[config.mk]
export PLATFORM = sky130hd
export DESIGN_NAME = perf_event_counter_unit
export DESIGN_NICKNAME = d
export VERILOG_FILES = /design/src/design/perf_unit_pkg.sv /design/src/design/shaper_if.sv /design/src/design/perf_event_shaper.sv /design/src/design/wrap_status.sv /design/src/design/perf_event_counter_unit.sv
export SDC_FILE = /design/constraint.sdc
export NUM_CORES = 1
export LEC_CHECK = 0
export BUFFER_PORTS_ARGS = -buffer_cell sky130_fd_sc_hd__buf_4
export CORE_MARGIN = 1.5
export CORE_UTILIZATION = 45
export DETAILED_ROUTE_END_ITERATION = 7
export PLACE_DENSITY_LB_ADDON = 0.1
export SLEW_MARGIN = 30
export SYNTH_ARGS = -nofsm -noshare
export SYNTH_HDL_FRONTEND = slang
export SYNTH_SLANG_ARGS = --single-unit
[constraint.sdc]
create_clock -name i_ref_clk -period 17.18 [get_ports i_ref_clk]
set_input_delay 2.577 -clock i_ref_clk [delete_from_list [all_inputs] [get_ports i_ref_clk]]
set_output_delay 2.577 -clock i_ref_clk [all_outputs]
set_load 0.03 [all_outputs]
[src/design/perf_unit_pkg.sv]
// Shared constants for the performance event counter unit.
// Assumes a single core clock and a simple indexed register port.
package perf_unit_pkg;

  // ==========================================================
  // Widths
  localparam int CTR_W = 48;
  localparam int REG_W = 64;
  localparam int CTL_W = 32;
  localparam int STATUS_W = 32;
  localparam int ADDR_W = 4;
  localparam int FIELD8_W = 8;

  // ==========================================================
  // Register indices
  localparam logic [ADDR_W-1:0] IDX_UNIT_CTL = 4'h0;
  localparam logic [ADDR_W-1:0] IDX_UNIT_STATUS = 4'h1;
  localparam logic [ADDR_W-1:0] IDX_CTL_BASE = 4'h2;
  localparam logic [ADDR_W-1:0] IDX_CTR_BASE = 4'h8;

  // ==========================================================
  // Unit control bits
  localparam int UC_RST_CTRS = 9;
  localparam int UC_RST_CTL = 8;
  localparam int UC_FREEZE = 0;

  // ==========================================================
  // Counter control fields
  localparam int CC_THRESH_LO = 24;
  localparam int CC_INVERT = 23;
  localparam int CC_WRAP_MSG = 20;
  localparam int CC_EDGE = 18;
  localparam int CC_CLEAR = 17;
  localparam int CC_SUBEV_LO = 8;
  localparam int CC_EVENT_LO = 0;
  localparam logic [CTL_W-1:0] CC_RW_MASK = 32'hFF94FFFF;

  // ==========================================================
  // Reset values
  localparam logic [CTL_W-1:0] CTL_RESET = 32'h0;
  localparam logic [CTR_W-1:0] CTR_RESET = 48'h0;

endpackage

[src/design/shaper_if.sv]
// Interface between the unit and one event shaping slice.
// Assumes both ends run on the unit clock.
`timescale 1ns/1ps
interface shaper_if #(
  parameter int INCR_W = 8
);
  logic [perf_unit_pkg::FIELD8_W-1:0] thresh;
  logic invert;
  logic edge_det;
  logic count_en;
  logic [INCR_W-1:0] incr;
  logic [INCR_W-1:0] step;

  modport owner(output thresh, invert, edge_det, count_en, incr,
    input step);
  modport shaper(input thresh, invert, edge_det, count_en, incr,
    output step);
endinterface

[src/design/perf_event_shaper.sv]
// Turns one event's raw increment into the counter step.
// Assumes the increment comes from logic on the same clock.
`timescale 1ns/1ps
module perf_event_shaper (
  input wire logic i_ref_clk,
  input wire logic i_reset,
  shaper_if.shaper port
);

  typedef struct packed {
    logic prev_q;
  } shaper_state_t;

  shaper_state_t st_reg;
  shaper_state_t st_next;
  logic qual;
  logic thr_on;

  // ==========================================================
  // Threshold, invert and edge shaping
  always_comb begin
    thr_on = port.thresh != '0;
    qual = (port.incr >= $bits(port.incr)'(port.thresh)) ^
      port.invert; // see R7
    st_next.prev_q = qual;
    port.step = '0;
    if (!port.count_en) begin
      port.step = '0;
    end else if (!thr_on) begin
      port.step = port.incr;
    end else if (port.edge_det) begin
      port.step = $bits(port.step)'(qual && !st_reg.prev_q); // see R9
    end else begin
      port.step = $bits(port.step)'(qual);
    end
  end

  always_ff @(posedge i_ref_clk or posedge i_reset) begin
    if (i_reset) begin
      st_reg <= '0;
    end else begin
      st_reg <= st_next;
    end
  end
endmodule // perf_event_shaper

[src/design/wrap_status.sv]
// Sticky per-counter wrap flags, cleared by writing ones.
// Assumes set pulses and clear writes come on the unit clock.
`timescale 1ns/1ps
module wrap_status #(
  parameter int PAIR_COUNT = 4
) (
  input wire logic i_ref_clk,
  input wire logic i_reset,
  input wire logic [PAIR_COUNT-1:0] i_set,
  input wire logic i_clear_wr,
  input wire logic [PAIR_COUNT-1:0] i_clear_mask,
  output logic [PAIR_COUNT-1:0] o_wrap_flags
);

  typedef struct packed {
    logic [PAIR_COUNT-1:0] flags;
  } status_state_t;

  status_state_t st_reg;
  status_state_t st_next;

  // ==========================================================
  // Set wins over clear
  always_comb begin
    st_next = st_reg;
    if (i_clear_wr) begin
      st_next.flags = st_reg.flags & ~i_clear_mask;
    end
    st_next.flags = st_next.flags | i_set;
  end

  always_ff @(posedge i_ref_clk or posedge i_reset) begin
    if (i_reset) begin
      st_reg <= '0;
    end else begin
      st_reg <= st_next;
    end
  end

  assign o_wrap_flags = st_reg.flags;
endmodule // wrap_status

[src/design/perf_event_counter_unit.sv]
// Performance event counter unit: unit control, wrap status and
// counter/control pairs. Assumes an indexed 64-bit register port and a
// global monitor hub that runs on the same clock.
//
// What this block does
// Writing one to unit control bit 9 clears all data counters.
// Writing one to unit control bit 8 clears all control registers.
// Unit control bit 0 freezes every counter of the unit.
// A counter wrap sets the status flag at that counter's index.
// Status flags clear on written ones, ignore zeros, reset to zero.
// One status flag per pair; status bits above them read zero.
// Nonzero threshold counts cycles with increment at least threshold.
// Invert bit 23 turns the test into increment below threshold.
// Invert plus edge counts falling edges of the threshold test.
// Edge bit 18 counts rising edges; otherwise every qualifying cycle.
// Software uses a nonzero threshold with invert or edge.
// Control bit 20 sends a wrap message to the global hub.
// Writing one to control bit 17 clears the paired counter.
// Software writes zero to control bits 22:21 and 16.
// Bits 7:0 pick the event, 15:8 the subevents; reset zero.
// Counters are 48 bits; carry out of bit 47 is a wrap.
// After a wrap the counter keeps counting until frozen.
// Software preloads two to the 48 minus N to stop after N.
// Software stops counters and checks status before reading.
// The hub records the wrap, broadcasts freeze, may interrupt.
// No new wrap message until the unit flag was cleared.
// Control registers read as 64 bits; upper half is zero.
// An event code of zero leaves the counter disabled.
// The global freeze stops all counters of the unit.
// Counters hold while either freeze is on, resume when both drop.
`timescale 1ns/1ps
module perf_event_counter_unit #(
  parameter int PAIR_COUNT = 4,
  parameter int INCR_W = 8
) (
  input wire logic i_ref_clk,
  input wire logic i_reset,
  input wire logic i_reg_wr,
  input wire logic i_reg_rd,
  input wire logic [perf_unit_pkg::ADDR_W-1:0] i_reg_idx,
  input wire logic [perf_unit_pkg::REG_W-1:0] i_reg_wdata,
  output logic [perf_unit_pkg::REG_W-1:0] o_reg_rdata,
  output logic o_reg_rvalid,
  input wire logic i_global_freeze,
  output logic [PAIR_COUNT-1:0] o_wrap_msg,
  output logic o_frozen,
  output logic [PAIR_COUNT*perf_unit_pkg::FIELD8_W-1:0] o_event_code,
  output logic [PAIR_COUNT*perf_unit_pkg::FIELD8_W-1:0] o_subevent_mask,
  input wire logic [PAIR_COUNT*INCR_W-1:0] i_event_incr
);

  typedef struct packed {
    logic [PAIR_COUNT-1:0][perf_unit_pkg::CTL_W-1:0] ctl;
    logic [PAIR_COUNT-1:0][perf_unit_pkg::CTR_W-1:0] ctr;
    logic frozen;
    logic [PAIR_COUNT-1:0] msg;
    logic [perf_unit_pkg::REG_W-1:0] rdata;
    logic rvalid;
  } unit_state_t;

  unit_state_t st_reg;
  unit_state_t st_next;
  logic [PAIR_COUNT-1:0][INCR_W-1:0] step_w;
  logic [PAIR_COUNT-1:0] ovf;
  logic [PAIR_COUNT-1:0] flags;
  logic [PAIR_COUNT-1:0] msg_en;
  logic uc_wr;
  logic st_clr;

  // ==========================================================
  // Index decode
  function automatic logic reg_hit(
    input logic [perf_unit_pkg::ADDR_W-1:0] idx,
    input logic [perf_unit_pkg::ADDR_W-1:0] base,
    input int unsigned n
  );
    return idx == base + n[perf_unit_pkg::ADDR_W-1:0];
  endfunction

  assign uc_wr = i_reg_wr && i_reg_idx == perf_unit_pkg::IDX_UNIT_CTL;
  assign st_clr = i_reg_wr && i_reg_idx == perf_unit_pkg::IDX_UNIT_STATUS;

  // ==========================================================
  // Event shaping slices
  shaper_if #(.INCR_W(INCR_W)) sif [PAIR_COUNT] ();

  for (genvar g = 0; g < PAIR_COUNT; g++) begin : g_pair
    assign sif[g].thresh = st_reg.ctl[g][perf_unit_pkg::CC_THRESH_LO +:
      perf_unit_pkg::FIELD8_W];
    assign sif[g].invert = st_reg.ctl[g][perf_unit_pkg::CC_INVERT];
    assign sif[g].edge_det = st_reg.ctl[g][perf_unit_pkg::CC_EDGE];
    assign sif[g].count_en = !st_reg.frozen && !i_global_freeze &&
      st_reg.ctl[g][perf_unit_pkg::CC_EVENT_LO +:
      perf_unit_pkg::FIELD8_W] != '0; // see R23 see R24
    assign sif[g].incr = i_event_incr[g*INCR_W +: INCR_W];
    assign step_w[g] = sif[g].step;
    assign msg_en[g] = st_reg.ctl[g][perf_unit_pkg::CC_WRAP_MSG];
    assign o_event_code[g*perf_unit_pkg::FIELD8_W +:
      perf_unit_pkg::FIELD8_W] = st_reg.ctl[g][perf_unit_pkg::CC_EVENT_LO
      +: perf_unit_pkg::FIELD8_W];
    assign o_subevent_mask[g*perf_unit_pkg::FIELD8_W +:
      perf_unit_pkg::FIELD8_W] = st_reg.ctl[g][perf_unit_pkg::CC_SUBEV_LO
      +: perf_unit_pkg::FIELD8_W];

    perf_event_shaper u_shaper (
      .i_ref_clk(i_ref_clk),
      .i_reset(i_reset),
      .port(sif[g].shaper)
    );
  end

  // ==========================================================
  // Wrap flags
  wrap_status #(.PAIR_COUNT(PAIR_COUNT)) u_status (
    .i_ref_clk(i_ref_clk),
    .i_reset(i_reset),
    .i_set(ovf),
    .i_clear_wr(st_clr),
    .i_clear_mask(i_reg_wdata[PAIR_COUNT-1:0]),
    .o_wrap_flags(flags)
  );

  // ==========================================================
  // Next state
  always_comb begin
    logic [perf_unit_pkg::CTR_W:0] sum;
    sum = '0;
    st_next = st_reg;
    ovf = '0;
    st_next.msg = '0;
    st_next.rvalid = i_reg_rd;
    if (uc_wr) begin
      st_next.frozen = i_reg_wdata[perf_unit_pkg::UC_FREEZE];
    end
    for (int i = 0; i < PAIR_COUNT; i++) begin
      sum = {1'b0, st_reg.ctr[i]} +
        {{(perf_unit_pkg::CTR_W + 1 - INCR_W){1'b0}}, step_w[i]};
      ovf[i] = sum[perf_unit_pkg::CTR_W];
      st_next.ctr[i] = sum[perf_unit_pkg::CTR_W-1:0];
      if (i_reg_wr && reg_hit(i_reg_idx, perf_unit_pkg::IDX_CTL_BASE, i))
        begin
        st_next.ctl[i] = i_reg_wdata[perf_unit_pkg::CTL_W-1:0] &
          perf_unit_pkg::CC_RW_MASK; // see R15
        if (i_reg_wdata[perf_unit_pkg::CC_CLEAR]) begin
          st_next.ctr[i] = perf_unit_pkg::CTR_RESET;
          ovf[i] = 1'b0;
        end
      end
      if (i_reg_wr && reg_hit(i_reg_idx, perf_unit_pkg::IDX_CTR_BASE, i))
        begin
        st_next.ctr[i] = i_reg_wdata[perf_unit_pkg::CTR_W-1:0];
        ovf[i] = 1'b0;
      end
      if (uc_wr && i_reg_wdata[perf_unit_pkg::UC_RST_CTRS]) begin
        st_next.ctr[i] = perf_unit_pkg::CTR_RESET;
        ovf[i] = 1'b0;
      end
      if (uc_wr && i_reg_wdata[perf_unit_pkg::UC_RST_CTL]) begin
        st_next.ctl[i] = perf_unit_pkg::CTL_RESET;
      end
      st_next.msg[i] = ovf[i] && msg_en[i] && !flags[i]; // see R12
    end
    if (i_reg_rd) begin
      st_next.rdata = '0;
      if (i_reg_idx == perf_unit_pkg::IDX_UNIT_STATUS) begin
        st_next.rdata[PAIR_COUNT-1:0] = flags;
      end
      for (int i = 0; i < PAIR_COUNT; i++) begin
        if (reg_hit(i_reg_idx, perf_unit_pkg::IDX_CTL_BASE, i)) begin
          st_next.rdata[perf_unit_pkg::CTL_W-1:0] = st_reg.ctl[i];
        end
        if (reg_hit(i_reg_idx, perf_unit_pkg::IDX_CTR_BASE, i)) begin
          st_next.rdata[perf_unit_pkg::CTR_W-1:0] = st_reg.ctr[i];
        end
      end
    end
  end

  always_ff @(posedge i_ref_clk or posedge i_reset) begin
    if (i_reset) begin
      st_reg <= '0;
    end else begin
      st_reg <= st_next;
    end
  end

  // ==========================================================
  // Outputs
  assign o_reg_rdata = st_reg.rdata;
  assign o_reg_rvalid = st_reg.rvalid;
  assign o_wrap_msg = st_reg.msg;
  assign o_frozen = st_reg.frozen;
endmodule // perf_event_counter_unit

==> impl_metrics.ini, run 1 <==
[global_route]
grt_overflow_total = 0
grt_pass1_wl_mm = 125
grt_max_degree = 120
grt_pass1_vias = 19200
antenna_found_initial = 1
grt_use_total = 0.328

[finish]
final_cell_mix = nand2_1 (543), dfrtp_1 (362), buf_4 (238), a21oi_1 (176), o21ai_0 (172)
layout_commonest_cell = nand2_1
fin_nets = 2827
largest_reg_flops = 192
fill_cells = 4692
synthToLayoutAreaGrowth_pct = 10.9
drive_above_1_share = 0.130

[sta]
worst_slack_ps = 11060
fmax_ghz = 0.163
finalCritPeriodShare = 0.356
maxSlewHeadroom = 0.315
setup_viol = 0
fin_crit_ps = 6120
setup_tns_ps = 0
final_hold_viol_count = 0
drv_slew = 0
tightest_slew_ps = 1030
rsz0062_at_grt = false
finClkSkew_ps = 13.0

[routing]
vias = 20700
wl_mm = 84.6
via_per_inst = 6.17
drt-initial-drc-count = 2572
post_drt_wl_per_cell_um = 25.3
firstDrtPassIters = 6
ant_nets = 0
drcViolationCount = 0

[synthesis]
ys.flop_type = dfrtp_1
synth_top_cell_area_share = 0.402
synth_cells = 2668
ys.warnings.count = 0
synth_seq_cells = 362
synth_async_sr_flop_share = 1.00
yosys-top-cells-area = dfrtp_1 (40%), nand2_1 (9.1%), buf_4 (5.0%)
avgSynthCellArea_um2 = 8.45
syn_area_um2 = 22500
yosys.area.top_type = dfrtp_1
synth.distinct_cells = 78
synth_edf_count = 0
yosysSeqAreaShare = 0.402

[cts]
cts_setup_buffers = 0
cts_buffers = 43
clkTransAtPathRegs_ps = 60
clock_path_buffers = 3
postCtsHoldBufs = 0
cts-htree-levels = 2
cts-root-buf = clkbuf_16
clock_latency_ps = 580
cts_tree = yes
clock_sinks = 362
cts_resized = 0

[power]
internal_power_mw = 1.87
seq_power_share = 0.425
p_clk_frac = 0.325
power.share.switching = 0.355
ir_drop_uv = 62.1
power_density_nw_per_um2 = 116
p_comb_frac = 0.251
leakagePower_nw = 10.3
p_switching_mw = 1.03

[min_path]
hold_class = flip-flop to flip-flop

[place]
place_hpwl_mm = 59.4
place.gp.congestion = 0.931
io_buffers = 206
place_ws_ps = 10520

[floorplanning]
start_util = 0.459
die_x_um = 227
ioPinCount = 239
num_rows = 81
die-area_um2 = 51500
core_area_um2 = 49200
die_h_um = 227

[setup_path]
cp-end-kind = flip-flop
critical_path_arrival_ps = 6610
path_max_fanout = 13
worstPathRequired_ps = 17680
critPathKind = input pin to flip-flop
startpoint_type = input pin

[job]
drv_cap = 0

[status]
outcome = complete, no violations
-- Yosys cell counts, types with 23 or more instances --
cell,count
nand2_1,545
dfrtp_1,362
a21oi_1,176
o21ai_0,172
buf_4,149
nor2_1,135
clkbuf_1,114
xnor2_1,88
xor2_1,71
inv_1,65
ha_1,64
nand3_1,60
nand4_1,51
a22oi_1,48
and2_1,42
a31oi_1,40
nor4_1,37
nor3_1,36
and3_1,32
buf_2,32
o2111ai_1,31
a221oi_1,26
a211oi_1,24
mux2i_1,23
-- power by group through the flow --
| stage | clock (mW) | sequential (mW) | combinational [mW] |
|---|---|---|---|
| 6_report | 0.941 | 1.23 | 0.726 |
| 5_1_grt | 0.984 | 1.25 | 0.797 |
| 4_1_cts | 0.953 | 1.22 | 0.719 |
| 3_5_place_dp | 0 | 1.24 | 0.715 |
| 3_3_place_gp | 0 | 1.23 | 0.701 |
| 2_1_floorplan | 0 | 1.15 | 0.573 |
-- path summary, 6_finish.rpt --
| kind | start | to | slack [ps] | cells after the start |
|---|---|---|---|---|
| max | i_event_incr[0] | o_wrap_msg[0] | 11060 | 17 |
| min | u_status.o_wrap_flags[2] | o_wrap_msg[2] | 480 | 1 |
| max reg2reg | o_event_code[16] | o_wrap_msg[2] | 12360 | 12 |
| min reg2reg | u_status.o_wrap_flags[2] | o_wrap_msg[2] | 480 | 1 |
| max in group asynchronous | i_reset | st_reg[125] | 13700 | 3 |
| min in group asynchronous | i_reset | o_reg_rvalid | 2060 | 2 |
-- layout make-up --
cell class,instances,area [µm²],share of cell area
sequential,362,9060,0.362
clock inverter,10,140,0.00561
clock buffer,65,1280,0.0513
multi-input combinational,1942,11600,0.465
antenna,1,2.50,0.000100
inverter,65,256,0.0103
timing repair buffer,240,1810,0.0724
tap,664,831,0.0332
-- kinds of logic (layout without fill, tap and decap cells) --
group | count (synthesis) | after routing | synth area share
simple gates | 1038 | 1038 | 0.217
compound gates | 636 | 636 | 0.179
buf+inv | 379 | 380 | 0.0904
other cells | 1 | 17 | 0.000166
mux | 25 | 25 | 0.0112
xor+xnor | 159 | 159 | 0.0618
fa+ha+maj | 68 | 68 | 0.0391
flops | 362 | 362 | 0.402
-- layer usage --
metal,GRT usage,wire [µm],vias to the layer above
li1,-,-,9241
met1,0.486,37500,10200
met2,0.473,36200,1035
met3,0.0634,8420,140
met4,0.111,2540,0
met5,0,0,-
-- critical path, stage by stage --
cell and delay (ps):
buf_4 110, inv_1 40, ha_1 260, nand2b_1 100, a31oi_1 110, o21a_1 200, o311ai_0 430, nand3_1 140
a21oi_1 240, ha_1 260, fa_1 250, a211oi_1 120, o21ai_0 330, and2_1 700, and3_1 270, nand4_1 220
nor3b_1 240
-- stage by stage --
| step | power, mW | cells | hold slack (ps) | util | area, µm² |
|---|---|---|---|---|---|
| final | 2.90 | 3349 | 475 | 0.509 | 25000 |
| after CTS | 2.89 | 3348 | 468 | 0.508 | 25000 |
| after detailed placement | 1.95 | 3273 | 462 | 0.479 | 23500 |
| after floorplan | 1.72 | 2683 | 430 | - | 22600 |
| after global routing | 3.03 | 3348 | 496 | 0.509 | 25000 |
| after global placement | 1.93 | 3273 | 466 | 0.479 | 23500 |
No activity file was read; power rests on OpenSTA's default activity.
==> run 2, diff against run 1 <==
Clock period 17.18 ns to 6.2 ns, I/O delays scaled along.
==> impl_metrics.ini, run 2 (synthesis gave the netlist of run 1 again) <==
[floorplanning]
die_h_um = 227
die_x_um = 227
core_area_um2 = 49200
die-area_um2 = 51500
start_util = 0.459
num_rows = 81
ioPinCount = 239

[sta]
maxSlewHeadroom = 0.261
setup_tns_ps = 0
fin_crit_ps = 5010
fmax_ghz = 0.200
setup_viol = 0
drv_slew = 0
tightest_slew_ps = 1100
finClkSkew_ps = 22.1
finalCritPeriodShare = 0.808
rsz0062_at_grt = false
final_hold_viol_count = 0

[cts]
cts_tree = yes
cts_setup_buffers = 0
postCtsHoldBufs = 0
clock_sinks = 362
cts-htree-levels = 2
clock_path_buffers = 3
cts-root-buf = clkbuf_16
clkTransAtPathRegs_ps = 60
cts_resized = 0
cts_buffers = 43
clock_latency_ps = 590

[global_route]
grt_pass1_wl_mm = 126
antenna_found_initial = 1
grt_max_degree = 137
grt_overflow_total = 0
grt_use_total = 0.331
grt_pass1_vias = 19300

[finish]
layout_commonest_cell = nand2_1
synthToLayoutAreaGrowth_pct = 10.8
diodes = 0
final_cell_mix = nand2_1 (544), dfrtp_1 (362), buf_4 (242), a21oi_1 (176), o21ai_0 (172)
fin_nets = 2831
fin_cells = 3350
drive_above_1_share = 0.130
largest_reg_flops = 192
fin_util = 0.508

[setup_path]
crit_family = simple AND/OR/NAND/NOR gates
crit_buf_inv = 1
worstPathRequired_ps = 6700
slowest_delay_ps = 780
path_max_fanout = 13
startpoint_type = flip-flop
worst-r2r-setup-slack_ps = 1190
slowest_stage = nor4_1
crit_path_cell_trace = or4_1 -> o21ai_0 -> nor2_1 -> and2_1 -> ha_1 -> nor3_1 -> o31ai_1 -> o21ai_1 -> buf_4 -> nor4_1 -> nand4_1 -> nor3b_1
cp-end-kind = flip-flop
critical_path_arrival_ps = 5510
critPathKind = flip-flop to flip-flop

[min_path]
hold_class = flip-flop to flip-flop

[power]
ir_drop_uv = 220
power_density_nw_per_um2 = 320
leakagePower_nw = 10.3
design_power_total_mw = 7.99

[job]
drv_cap = 0

[routing]
drcViolationCount = 0
post_drt_wl_per_cell_um = 25.4
via_per_inst = 6.17
firstDrtPassIters = 7
wl_mm = 85.2
vias = 20700
ant_nets = 0
drt-initial-drc-count = 2616

[status]
outcome = complete, no violations

[place]
io_buffers = 206
place.gp.congestion = 0.951
place_hpwl_mm = 60.4
dp.cells = 3277
-- run 2: final timing paths --
kind | depth (start not counted) | to | from
worst max-delay path | 12 | o_wrap_msg[2] | o_event_code[16]
worst min-delay path | 1 | o_wrap_msg[0] | u_status.o_wrap_flags[0]
worst min register to register | 1 | o_wrap_msg[0] | u_status.o_wrap_flags[0]
worst max register to register | 12 | o_wrap_msg[2] | o_event_code[16]
min in group asynchronous | 3 | o_reg_rvalid | i_reset
max in group asynchronous | 4 | sif[1].thresh[0] | i_reset
-- run 2: per-stage QoR --
step / cell area, µm² / setup WS (ps) / hold slack (ps)
detailed placement: 23600 / 1130 / 474
global route: 25000 / 939 / 492
global placement: 23600 / 1250 / 473
finish: 25000 / 1190 / 486
CTS: 25000 / 1390 / 485
floorplan: 22600 / 416 / 430
-- run 2: routing by layer --
metal / up-vias / part of all wire / wire [µm] / global-route usage
met5: - / 0 / 0 / 0
met2: 1024 / 0.43 / 36900 / 0.484
met4: 0 / 0.028 / 2420 / 0.104
met1: 10300 / 0.45 / 38100 / 0.495
li1: 9259 / - / - / -
met3: 124 / 0.090 / 7700 / 0.0538
-- run 2: where the power goes --
group | leakage [nW] | internal, mW | switching [mW]
logic | 5.06 | 0.812 | 1.20
clock network | 0.692 | 1.52 | 1.05
registers | 4.58 | 2.82 | 0.592
total | 10.3 | 5.15 | 2.84
-- run 2: cell type report --
class | count | area [µm²]
sequential | 362 | 9060
timing repair buffer | 244 | 1860
fill | 4746 | 24200
multi-input combinational | 1942 | 11600
tap | 664 | 831
clock buffer | 63 | 1290
clock inverter | 10 | 106
inverter | 65 | 248
